`src/pkg/pdm_pkg.sv`:
```
// package for the pdm microphone output port: constants and carrier types
package pdm_pkg;

   // ***************************
   // timing
   // ***************************
   localparam int unsigned SYS_CLK_HZ     = 100_000_000;
   localparam int unsigned SLEEP_FREQ_HZ  = 1_000;
   // longest bit-clock half period that still counts as running, in system cycles
   localparam int unsigned SLEEP_CYCLES   = SYS_CLK_HZ / SLEEP_FREQ_HZ;
   localparam int unsigned SLEEP_CNT_W    = 24;

   // ***************************
   // reset values and encodings
   // ***************************
   localparam logic        STRAP_LEFT     = 1'h1;
   localparam logic [1:0]  BUF_DEPTH      = 2'h2;
   localparam logic [15:0] LFSR_SEED      = 16'hace1;
   localparam logic [15:0] LFSR_TAPS      = 16'hb400;
   localparam logic [15:0] ACC_RESET      = 16'h0000;
   localparam logic [15:0] SAMPLE_RESET   = 16'h8000;

   // one output bit on its way to the pin
   typedef struct packed {
      logic valid;
      logic bit_val;
   } pdm_bit_t;

   // pin drive pair for the shared data line
   typedef struct packed {
      logic drive_en;
      logic level;
   } pdm_pin_t;

   typedef enum logic [2:0] {
      PDM_SLEEP = 3'h1,
      PDM_RUN   = 3'h2,
      PDM_IDLE  = 3'h4
   } pdm_state_t;

endpackage

```
`src/design/pdm_mic_out.sv`:
```
// pdm microphone data output port: modulator, two-entry buffer, slot driver, sleep
`timescale 1ns/1ps

module pdm_mic_out
   import pdm_pkg::*;
(
   // system
   input  wire logic        sys_clk_i,
   input  wire logic        resetn_i,
   // link pins
   input  wire logic        bit_clk_i,
   input  wire logic        lr_strap_i,
   output      logic        data_o,
   output      logic        data_oe_o,
   // signed sample in from the analog front end, offset binary
   input  wire logic [15:0] sample_i,
   input  wire logic        sample_valid_i,
   output      logic        sample_ready_o,
   // status
   output      logic        asleep_o
);

   // ***************************
   // helpers
   // ***************************
   function automatic logic [16:0] add17(input logic [15:0] a, input logic [15:0] b);
      add17 = {1'b0, a} + {1'b0, b};
   endfunction

   // ***************************
   // edges and strap
   // ***************************
   logic        clk_q;
   logic        rise;
   logic        fall;
   logic        left_sel;
   logic        launch;

   always_ff @(posedge sys_clk_i) begin
      if (!resetn_i) begin
         clk_q <= 1'h0;
      end else begin
         clk_q <= bit_clk_i;
      end
   end

   assign rise = bit_clk_i & ~clk_q;
   assign fall = ~bit_clk_i & clk_q;

   // strap is static; caught each cycle after release, never under reset
   always_ff @(posedge sys_clk_i) begin
      if (!resetn_i) begin
         left_sel <= STRAP_LEFT;
      end else begin
         left_sel <= lr_strap_i;
      end
   end

   // own-slot edge launches, opposite edge releases
   assign launch = left_sel ? fall : rise;

   // ***************************
   // sleep detection
   // ***************************
   pdm_state_t              state;
   pdm_state_t              next_state;
   logic [SLEEP_CNT_W-1:0]  idle_cnt;
   logic                    slow;

   always_ff @(posedge sys_clk_i) begin
      if (!resetn_i) begin
         idle_cnt <= '0;
      end else if (rise | fall) begin
         idle_cnt <= '0;
      end else if (!slow) begin
         idle_cnt <= idle_cnt + 24'h000001;
      end
   end

   // no edge for a full period of the threshold frequency means sleep
   assign slow = (idle_cnt >= SLEEP_CNT_W'(SLEEP_CYCLES));

   always_comb begin
      case (state)
         PDM_SLEEP: next_state = rise ? PDM_IDLE : PDM_SLEEP;
         PDM_IDLE:  next_state = slow ? PDM_SLEEP : (launch ? PDM_RUN : PDM_IDLE);
         PDM_RUN:   next_state = slow ? PDM_SLEEP : PDM_RUN;
         default:   next_state = PDM_SLEEP;
      endcase
   end

   always_ff @(posedge sys_clk_i) begin
      if (!resetn_i) begin
         state <= PDM_SLEEP;
      end else begin
         state <= next_state;
      end
   end

   // ***************************
   // modulator
   // ***************************
   // first-order sigma-delta, no dither (lfsr steps but feeds nothing); the full fourth-order loop lives
   // in the analog domain, this keeps the density law and the idle pattern
   logic [15:0] acc;
   logic [15:0] lfsr;
   logic [16:0] sum;
   logic        mod_valid;
   logic        mod_ready;
   logic [15:0] cur_sample;

   always_ff @(posedge sys_clk_i) begin
      if (!resetn_i) begin
         cur_sample <= SAMPLE_RESET;
      end else if (sample_valid_i) begin
         cur_sample <= sample_i;
      end
   end
   assign sample_ready_o = 1'b1;

   assign sum       = add17(acc, cur_sample);
   assign mod_valid = (state != PDM_SLEEP);

   // carry out is the bit: mid-scale alternates 0,1,0,1
   always_ff @(posedge sys_clk_i) begin
      if (!resetn_i) begin
         acc <= ACC_RESET;
      end else if (mod_valid && mod_ready) begin
         acc <= sum[15:0];
      end
   end

   always_ff @(posedge sys_clk_i) begin
      if (!resetn_i) begin
         lfsr <= LFSR_SEED;
      end else if (mod_valid && mod_ready) begin
         lfsr <= lfsr[0] ? ((lfsr >> 1) ^ LFSR_TAPS) : (lfsr >> 1);
      end
   end

   // ***************************
   // two-entry buffer
   // ***************************
   // a stall at the pin side loses no bit; the modulator waits on mod_ready
   pdm_bit_t    buf_mem [2];
   logic        wr_ptr;
   logic        rd_ptr;
   logic [1:0]  count;
   logic        pop;
   logic        push;
   logic        out_valid;

   assign mod_ready = (count != BUF_DEPTH);
   assign push      = mod_valid & mod_ready;
   assign out_valid = (count != 2'h0);
   assign pop       = out_valid & launch & (state != PDM_SLEEP);

   always_ff @(posedge sys_clk_i) begin
      if (!resetn_i) begin
         buf_mem[0] <= '0;
         buf_mem[1] <= '0;
      end else if (push) begin
         buf_mem[wr_ptr] <= '{valid: 1'b1, bit_val: sum[16]};
      end
   end

   always_ff @(posedge sys_clk_i) begin
      if (!resetn_i) begin
         wr_ptr <= 1'b0;
         rd_ptr <= 1'b0;
         count  <= 2'h0;
      end else begin
         if (push) begin
            wr_ptr <= ~wr_ptr;
         end
         if (pop) begin
            rd_ptr <= ~rd_ptr;
         end
         count <= count + {1'b0, push} - {1'b0, pop};
      end
   end

   // ***************************
   // slot driver
   // ***************************
   pdm_pin_t    pin;

   always_ff @(posedge sys_clk_i) begin
      if (!resetn_i) begin
         pin <= '0;
      end else if (next_state == PDM_SLEEP) begin
         pin.drive_en <= 1'b0;
      end else if (pop) begin
         pin <= '{drive_en: 1'b1, level: buf_mem[rd_ptr].bit_val};
      end else if (left_sel ? rise : fall) begin
         // level holds so a lone device's line only moves on its own edge
         pin.drive_en <= 1'b0;
      end
   end

   assign data_o    = pin.level;
   assign data_oe_o = pin.drive_en;
   assign asleep_o  = (state == PDM_SLEEP);

endmodule

```
`config.mk`:
```
export PLATFORM = sky130hd
export DESIGN_NAME = pdm_mic_out
export DESIGN_NICKNAME = d
export VERILOG_FILES = /design/src/pkg/pdm_pkg.sv /design/src/design/pdm_mic_out.sv
export SDC_FILE = /design/constraint.sdc
export NUM_CORES = 1
export LEC_CHECK = 0
export BUFFER_PORTS_ARGS = -buffer_cell sky130_fd_sc_hd__buf_4
export CAP_MARGIN = 20
export CORE_MARGIN = 5
export CORE_UTILIZATION = 45
export CTS_CLUSTER_DIAMETER = 50
export CTS_CLUSTER_SIZE = 25
export DETAILED_ROUTE_END_ITERATION = 16
export GPL_TIMING_DRIVEN = 0
export SYNTH_ARGS = -nofsm -noshare
export SYNTH_HDL_FRONTEND = slang
export SYNTH_SLANG_ARGS = --single-unit
```
`constraint.sdc`:
```
create_clock -name sys_clk_i -period 2.5 [get_ports sys_clk_i]
set_input_delay 0.125 -clock sys_clk_i [delete_from_list [all_inputs] [get_ports sys_clk_i]]
set_output_delay 0.125 -clock sys_clk_i [all_outputs]
set_load 0.01 [all_outputs]
```
**After elaboration in Yosys (flattened, before gate mapping)**

Memories as Yosys holds them, arrays and structs flattened. A register that Yosys moved wholly into a read port is not among the register bits.
Cells that the tools add are included.

- Flip-flop bits (word level): 66
- Latch bits: 0
- RAM bits: 4
- Memory bits (read-only): 0
- Memories: 1

- $add $sub $neg: 4
- Multiply operators: 0
- Div/mod/pow operators: 0
- Order comparisons: 1
- Equality and inequality tests: 6
- Shift-type cells: 0
- Muxes and demuxes: 16
- Bitwise gates (word level): 12
- Reduce and logical (&&, ||, !) cells: 8

Memory list:

| memory | words | width | rd ports | clocked after Yosys merged registers in | wr ports | RTL line | RTL |
|---|---|---|---|---|---|---|---|
| buf_mem | 2 | 2 | 1 | 1 | 2 | pdm_mic_out.sv:145 | `pdm_bit_t buf_mem [2];` |

Operators with widths:

| operator | count |
|---|---|
| adder 24 x 1 -> 24 bit, second input constant | 1 |
| greater-or-equal comparator 24 x 17 -> 1 bit, second input constant | 1 |
| adder 16 x 16 -> 17 bit | 1 |
| 2-to-1 mux 1 bit | 10 |
| 2-to-1 mux 3 bit | 3 |
| one-hot mux 3 bit (3 select lines) | 1 |
| equality test 3 x 1 -> 1 bit, second input constant | 2 |
| inverter 1 bit | 6 |
| OR reduction 2 bit | 3 |
| bitwise AND 1 bit | 5 |
| 2-to-1 mux 2 bit | 2 |
| nonzero test 2 bit | 2 |
| equality test 3 x 2 -> 1 bit, second input constant | 1 |
| equality test 3 bit, second input constant | 1 |
| != test 3 x 1 -> 1 bit, second input constant | 1 |
| adder 2 x 1 -> 2 bit | 1 |
| != test 2 bit, second input constant | 1 |
| AND reduction 2 bit | 1 |
| subtractor 2 x 1 -> 2 bit | 1 |
| logical AND 1 bit | 1 |
| logical NOT 1 bit | 1 |
| bitwise OR 1 bit | 1 |

**Longest topological paths before layout**

Gate-level depths: netlist of run 1.

- Depth after elaboration: 9
- Gate-level depth with buffers: 12
- Gate-level depth less buffers: 10

**Worst setup path before layout of run 1**

OpenSTA, ideal clock, no wires.

- Path type: register to register
- From: register state[0]
- To: register count[1]
- Library setup time: 0.115 ns
- Arrival: 2.596 ns
- Required time: 2.385 ns
- Slack: -0.211 ns
- Stages on the path, launching flop included: 13
- Path buffers: 3
- Clock period less this slack: 2.711 ns
- Cells stage by stage: dfxtp_1 -> or3b_2 -> and2_1 -> clkbuf_1 -> inv_1 -> clkbuf_1 -> buf_1 -> ha_1 -> inv_1 -> ha_1 -> xnor2_1 -> xnor2_1 -> and2_1

- Word-level cells in the longest chain between the ends: 4

Ends and longest elaborated chain:

| item | RTL line | RTL |
|---|---|---|
| start, declared | pdm_mic_out.sv:65 | `pdm_state_t state;` |
| start signal, assigned | pdm_mic_out.sv:96 | `state <= next_state;` |
| != test 3 x 1 -> 1 bit (*) | pdm_mic_out.sv:122, pdm_mic_out.sv:156 |  |
| bitwise AND 1 bit | pdm_mic_out.sv:154 | `assign push = mod_valid & mod_ready;` |
| adder 2 x 1 -> 2 bit | pdm_mic_out.sv:179 | `count <= count + {1'b0, push} - {1'b0, pop};` |
| subtractor 2 x 1 -> 2 bit (*) | pdm_mic_out.sv:179 |  |
| end signal, assigned | pdm_mic_out.sv:179 |  |
| end, declared | pdm_mic_out.sv:148 | `logic [1:0] count;` |

Mark *: on every way between the ends. The rest lies on a longest branch, timed or not.
A chain may end at the register's enable or synchronous reset.

**Worst setup path after layout of run 1**

- From: register idle_cnt[19]
- To: register idle_cnt[11]

- Word-level cells in the longest chain between the ends: 1

Ends and longest elaborated chain:

| item | RTL line | RTL |
|---|---|---|
| start, declared | pdm_mic_out.sv:67 | `logic [SLEEP_CNT_W-1:0] idle_cnt;` |
| start signal, assigned | pdm_mic_out.sv:76 | `idle_cnt <= idle_cnt + 24'h000001;` |
| greater-or-equal comparator 24 x 17 -> 1 bit | pdm_mic_out.sv:81 | `assign slow = (idle_cnt >= SLEEP_CNT_W'(SLEEP_CYCLES));` |

Every way passes these cells.

==> reports/qor.yml, run 1 <==
criticalPathCategory: "register to register"
internal-power_uw: 1810
die_h_um: 101
yosysTopAreaCell: "dfxtp_1"
maxCapViolations: 0
io_buffers: 22
ys_seq_area_share_pct: 37.9
leakage_uw: 0.00170
cts_buffer_depth: 2
dr.first_iter.drc_count: 104
synth_area_mm2: 0.00369
relSlewSlack_pct: 47.1
row_count: 33
final-hold-violation-count: 0
rsz0062_at_grt: "false"
drive_gt1_share_pct: 10.6
place_area_mm2: 0.00399
post-route-min-period_ns: 2.42
ant_nets: 0
ys_seq_elements: 69
most-common-layout-cells: "dfxtp_1 (66), a21oi_1 (29), nand3_1 (28), nand2_1 (26), o21ai_0 (25)"
slew_violations: 0
worstPathArrival_ns: 2.68
wl_per_cell_um: 15.1
fillers: 781
drc: 0
r2r_cells: 6
hold_class: "input pin to register"
total_power_uw: 2460
area_delta_synth_final_pct: 14.6
grtUsageMet2_pct: 31.1
setup_viol: 0
p_seq_share_pct: 48.5
final_common_cell: "dfxtp_1"
firstDrtPassIters: 4
place.gp.congestion: 0.832
grt_max_degree: 12
max-vdd-ir-drop_v: 0.000297
r2r_start: "idle_cnt[19]"
grt_use_met1_pct: 21.5
worstSetupStartpoint: "idle_cnt[19]"
async_flop_share_pct: 0
status: "completed"
die-area_mm2: 0.0101
htreeDepth: 3
num_antenna_cells: 0
combPwrFrac_pct: 14.9
syn-num-nets: 467
cts_sinks: 69
cp_max_fo: 9
r2r_slack_ns: 0.08
final_area_mm2: 0.00423
nNetsFinal: 501
power_density_mw_per_mm2: 581
synth_edf_count: 2
initial_utilization_pct: 45.6
synthFlopType: "dfxtp_1"
grt-ovfl-total: 0
cts-root-buf: "clkbuf_8"
worstMarginPinSlew_ns: 0.794
gr-usage-met3_pct: 2.56
via_per_inst: 5.61
cts.clk_slew.worst_paths_ns: 0.07
synthCells: 423
synth_warnings: 0
period_share_pct: 96.6
dp_hpwl_um: 6170
switching_power_uw: 654
first_global_vias: 3128
die_w_um: 101
synth_area_leaders: "dfxtp_1 (36%), ha_1 (7.5%), mux2i_1 (5.4%)"
critPathRequiredTime_ns: 2.76
netlist.area_leader.share_pct: 36.3
core_mm2: 0.00809
busiest_layer: "met2"
worstReg2RegEnd: "idle_cnt[11]"
cts_tree: "built"
clock_latency_ns: 0.34
critPathLaunchType: "register"
io-pin-count: 25
crit_path_end: "idle_cnt[11]"
fin_skew_ns: 0.00990
clock.fmax_mhz: 414
grt_pass1_wl_um: 14400
crit_path_end_kind: "register"
avgSynthCellArea_um2: 8.73
p_clk_share_pct: 36.6
via_count: 3181
ys_types: 51
cts_buffers: 9
routed_wl_um: 8560
swShare_pct: 26.6
antenna_found_initial: 0
grt_util_all_layers_pct: 17.7
## worst min-delay path by stage
stage | depth (start not counted) | slack (ns) | to | start
final | 3 | 0.02 | cur_sample[15] | sample_i[15]
after global routing | 3 | 0.04 | cur_sample[15] | sample_i[15]
after CTS | 3 | 0.01 | cur_sample[15] | sample_i[15]
after detailed placement | 2 | 0.32 | left_sel | lr_strap_i
after global placement | 2 | 0.33 | left_sel | lr_strap_i
after floorplan | 1 | 0.23 | left_sel | lr_strap_i
## sequential cells by signal, summed over array words and instances (netlist names)
register and count:
wr_ptr 1, acc 16, clk_q 1, data_oe_o 1
idle_cnt 24, cur_sample 16, left_sel 1, buf_mem 2
count 2, rd_ptr 1, data_o 1, state 3
## metrics by stage
step | hold WS, ns | util [%] | setup WS, ns | std cells | TNS (ns)
6_report | 0.0246 | 52.3 | 0.0839 | 567 | 0
3_3_place_gp | 0.327 | 49.3 | -0.525 | 550 | -0.889
5_1_grt | 0.0393 | 52.3 | 0.0221 | 567 | 0
3_5_place_dp | 0.324 | 49.3 | -0.545 | 550 | -0.933
4_1_cts | 0.0145 | 52.1 | 0.0243 | 567 | 0
2_1_floorplan | 0.226 | - | 0.0188 | 423 | 0
## power groups by stage
| stage | Combinational, uW | Clock [uW] | Sequential (uW) |
|---|---|---|---|
| 2_1_floorplan | 252 | 0 | 1210 |
| 3_3_place_gp | 343 | 0 | 1220 |
| 3_5_place_dp | 350 | 0 | 1220 |
| 4_1_cts | 363 | 923 | 1190 |
| 5_1_grt | 410 | 985 | 1200 |
| 6_report | 366 | 900 | 1190 |
## cell usage after synthesis (2+ instances only)
cell       n
ha_1      22
nand2_1   26
mux2i_1   20
a21boi_0   2
and3_1     9
a211oi_1   6
nand3_1   28
a21o_1     5
o21ai_0   25
a221oi_1   2
a31oi_1    3
o31ai_1    5
nor3_1     8
nand4_1    8
or3_1     15
nor4_1     4
o21a_1     8
nand3b_1   4
o311ai_0   3
nand2b_1   5
or4_1      3
nor3b_1    3
o211ai_1   7
dfxtp_1   67
xor2_1     2
inv_1     13
nor2_1    14
o211a_1    3
or4_4      2
clkbuf_1  18
nor2b_1   19
and2_1    12
edfxtp_1   2
xnor2_1    4
a21oi_1   29
a211o_1    2
## metal layers
layer / part of all wire, % / vias to the layer above / wire length (um)
met5: 0 / - / 0
met4: 1.4 / 0 / 124
met3: 2.9 / 11 / 249
met2: 49 / 44 / 4160
met1: 47 / 1503 / 4030
li1: - / 1623 / -
## logic make-up after synthesis
family	synth area share, %
multiplexers	5.72
buffers and inverters	3.76
other	0.102
AO/OA/AOI/OAI	18.6
AND/OR/NAND/NOR	24.4
adder cells (fa/ha/maj)	7.99
flip-flops	37.9
XOR/XNOR	1.42
## timing repair
action / CTS / global route
hold buffers: 2 / 0
gates cloned: 0 / 0
setup endpoints to repair: 3 / 2
buffers inserted: 0 / 0
resized for setup: 7 / 4
endpoints found under the hold margin: 2 / 0
## area by class of cell
cell class / count / area, um2 / share of cell area [%]
inverter: 13 / 48.8 / 1.15
multi-input combinational: 320 / 2170 / 51.2
clock buffer: 12 / 145 / 3.43
tap: 105 / 131 / 3.10
clock inverter: 4 / 47.5 / 1.12
buffer: 20 / 104 / 2.45
sequential: 69 / 1400 / 33.1
timing repair buffer: 24 / 185 / 4.37
## worst max-delay path: stages (launching register included)
cell,delay [ns]
dfxtp_1,0.31
or4_4,0.53
or2_1,0.25
buf_6,0.14
or4_4,0.55
or4_1,0.42
a21oi_1,0.14
Power figures use the tool's default switching activity.
==> inputs of run 2 (changes only) <==
Settings changed: ABC_AREA set to 1.
Clock period 2.5 ns to 3 ns, I/O delays scaled along.
==> reports/qor.yml, run 2 <==
status: "completed"
io_buffers: 23
ys_types: 37
crit_chain: "dlygate4sd3_1 -> buf_4 -> ha_1 -> inv_1 -> o21ai_1 -> inv_1 -> nor3_2 -> ha_1 -> inv_1 -> ha_1 -> xor2_1 -> o21ai_0 -> a21oi_1"
synth_warnings: 0
clock_latency_ns: 0.35
core_mm2: 0.00864
synth_area_leaders: "dfxtp_1 (34%), nand2_1 (11%), nor2_1 (9.0%)"
io-pin-count: 25
firstDrtPassIters: 4
initial_utilization_pct: 45.6
row_count: 34
area_delta_synth_final_pct: 12.7
post_cts_buffers: 0
synth_xor_area_share_pct: 3.33
wl_per_cell_um: 12.0
max-vdd-ir-drop_v: 0.000267
largest_reg_flops: 24
cts_buffer_depth: 2
final-hold-violation-count: 0
final_common_cell: "nand2_1"
worstMarginPinSlew_ns: 0.607
die_w_um: 104
netlist_top_cells_count: "nand2_1 (112), nor2_1 (95), inv_1 (82)"
yosysTopAreaCell: "dfxtp_1"
synthCells: 577
clock.fmax_mhz: 447
setup_viol: 0
leakage_uw: 0.00210
hold_class: "input pin to register"
htreeDepth: 3
synthSimpleGateAreaFrac_pct: 31.3
synth_top_family_by_area: "simple AND/OR/NAND/NOR gates"
relSlewSlack_pct: 59.5
async_flop_share_pct: 0
rsz0062_at_grt: "false"
critPathLaunchType: "input pin"
synth_mux_area_share_pct: 0.254
period_share_pct: 74.5
cts_sinks: 69
grt_util_all_layers_pct: 16.7
synth_edf_count: 2
slew_violations: 0
netlist.area_leader.share_pct: 34.0
fin_skew_ns: 0.00772
ys_seq_area_share_pct: 35.6
die-area_mm2: 0.0107
via_per_inst: 4.90
criticalPathCategory: "input pin to register"
final_util_pct: 51.4
ant_nets: 0
die_h_um: 104
via_count: 3556
cts-root-buf: "clkbuf_8"
cts_tree: "built"
synth_compound_area_share_pct: 11.3
top_register: "idle_cnt"
ys_seq_elements: 69
crit_slowest_cell: "dlygate4sd3_1"
antenna_found_initial: 0
maxCapViolations: 0
cts_buffers: 9
place.gp.congestion: 0.860
crit_path_end_kind: "register"
critPathRequiredTime_ns: 3.29
drive_gt1_share_pct: 11.8
max_stage_delay_ns: 0.53
worstPathArrival_ns: 2.52
power_density_mw_per_mm2: 472
dr.first_iter.drc_count: 98
syn-num-nets: 621
nNetsFinal: 657
synth_fa_ha_area_share_pct: 7.49
synth_most_common_cell: "nand2_1"
fillers: 900
reg_top3: "idle_cnt: 24 flops, acc: 16 flops, cur_sample: 16 flops"
post-route-min-period_ns: 2.24
dp_hpwl_um: 6700
avgSynthCellArea_um2: 6.83
synthFlopType: "dfxtp_1"
synth_area_mm2: 0.00394
grt_pass1_wl_um: 15100
setup_tns_ns: 0
hold_ws_ns: 0.0235
grt_max_degree: 14
cts.clk_slew.worst_paths_ns: 0.08
cp_max_fo: 6
first_global_vias: 3399
routed_wl_um: 8710
grt-ovfl-total: 0
most-common-layout-cells: "nand2_1 (112), nor2_1 (95), inv_1 (82), dfxtp_1 (67), nand3_1 (42)"
num_antenna_cells: 0
drc: 0
-- run 2: cell count changes after synthesis, moves of 12 or more --
cell     delta
nand3_1    +14
mux2i_1    -19
nor2b_1    -19
nor2_1     +81
and2_1     -12
or3_1      -15
nand2_1    +86
inv_1      +69
o21ai_0    +13
-- run 2: worst paths after layout --
| kind | startpoint | endpoint | slack (ns) | cells past startpoint |
|---|---|---|---|---|
| worst max-delay path | bit_clk_i | count[1] | 0.76 | 13 |
| worst min-delay path | sample_i[12] | cur_sample[12] | 0.02 | 3 |
| worst max register to register | clk_q | count[1] | 0.84 | 12 |
| worst min register to register | idle_cnt[21] | idle_cnt[21] | 0.44 | 2 |
-- run 2: area by class of cell --
type	count	area [um2]	area share, %
buffer	15	97.6	2.20
clock inverter	6	46.3	1.04
timing repair buffer	25	193	4.34
clock buffer	10	128	2.87
multi-input combinational	407	2120	47.7
sequential	69	1400	31.5
inverter	86	323	7.27
tap	108	135	3.04
-- run 2: metal layers --
layer / vias up / global-route usage [%] / part of all wire (%)
met5: - / 0 / 0
met1: 1609 / 20.7 / 49
met4: 0 / 5.34 / 1.3
met3: 9 / 2.24 / 2.0
met2: 36 / 29.6 / 48
li1: 1902 / - / -
-- run 2: kinds of logic after synthesis --
logic type | count (synthesis)
other | 1
XOR/XNOR | 15
flip-flops | 69
AND/OR/NAND/NOR | 284
buffers and inverters | 101
adder cells (fa/ha/maj) | 23
AO/OA/AOI/OAI | 83
multiplexers | 1
-- run 2: worst max-delay path, delay by kind of cell --
family	cells	cell delay (ns)
buffers and inverters	5	0.84
adders and majority gates	3	0.62
AOI/OAI and AO/OA	3	0.39
and+or+nand+nor	1	0.32
xor gates and xnor gates	1	0.18
-- run 2: metrics by stage --
stage	instance area (um2)	std cells	total power, uW	setup WS (ns)
6_report	4440	726	2100	0.765
3_3_place_gp	4250	708	1410	0.938
4_1_cts	4440	726	2130	0.777
3_5_place_dp	4250	708	1420	0.858
2_1_floorplan	3940	577	1310	1.14
5_1_grt	4440	726	2230	0.553
-- run 2: what timing repair did --
| item | 4_1_cts | 5_1_grt |
|---|---|---|
| gates resized for setup | 0 | 0 |
| hold endpoints to repair | 2 | 0 |
| endpoints found under the setup margin | 0 | 0 |
| hold buffers | 2 | 0 |
-- run 2: power breakdown --
| part | total (uW) | switching, uW | internal, uW |
|---|---|---|---|
| Sequential | 1010 | 34.2 | 976 |
| Combinational | 391 | 242 | 150 |
| Clock | 695 | 388 | 306 |
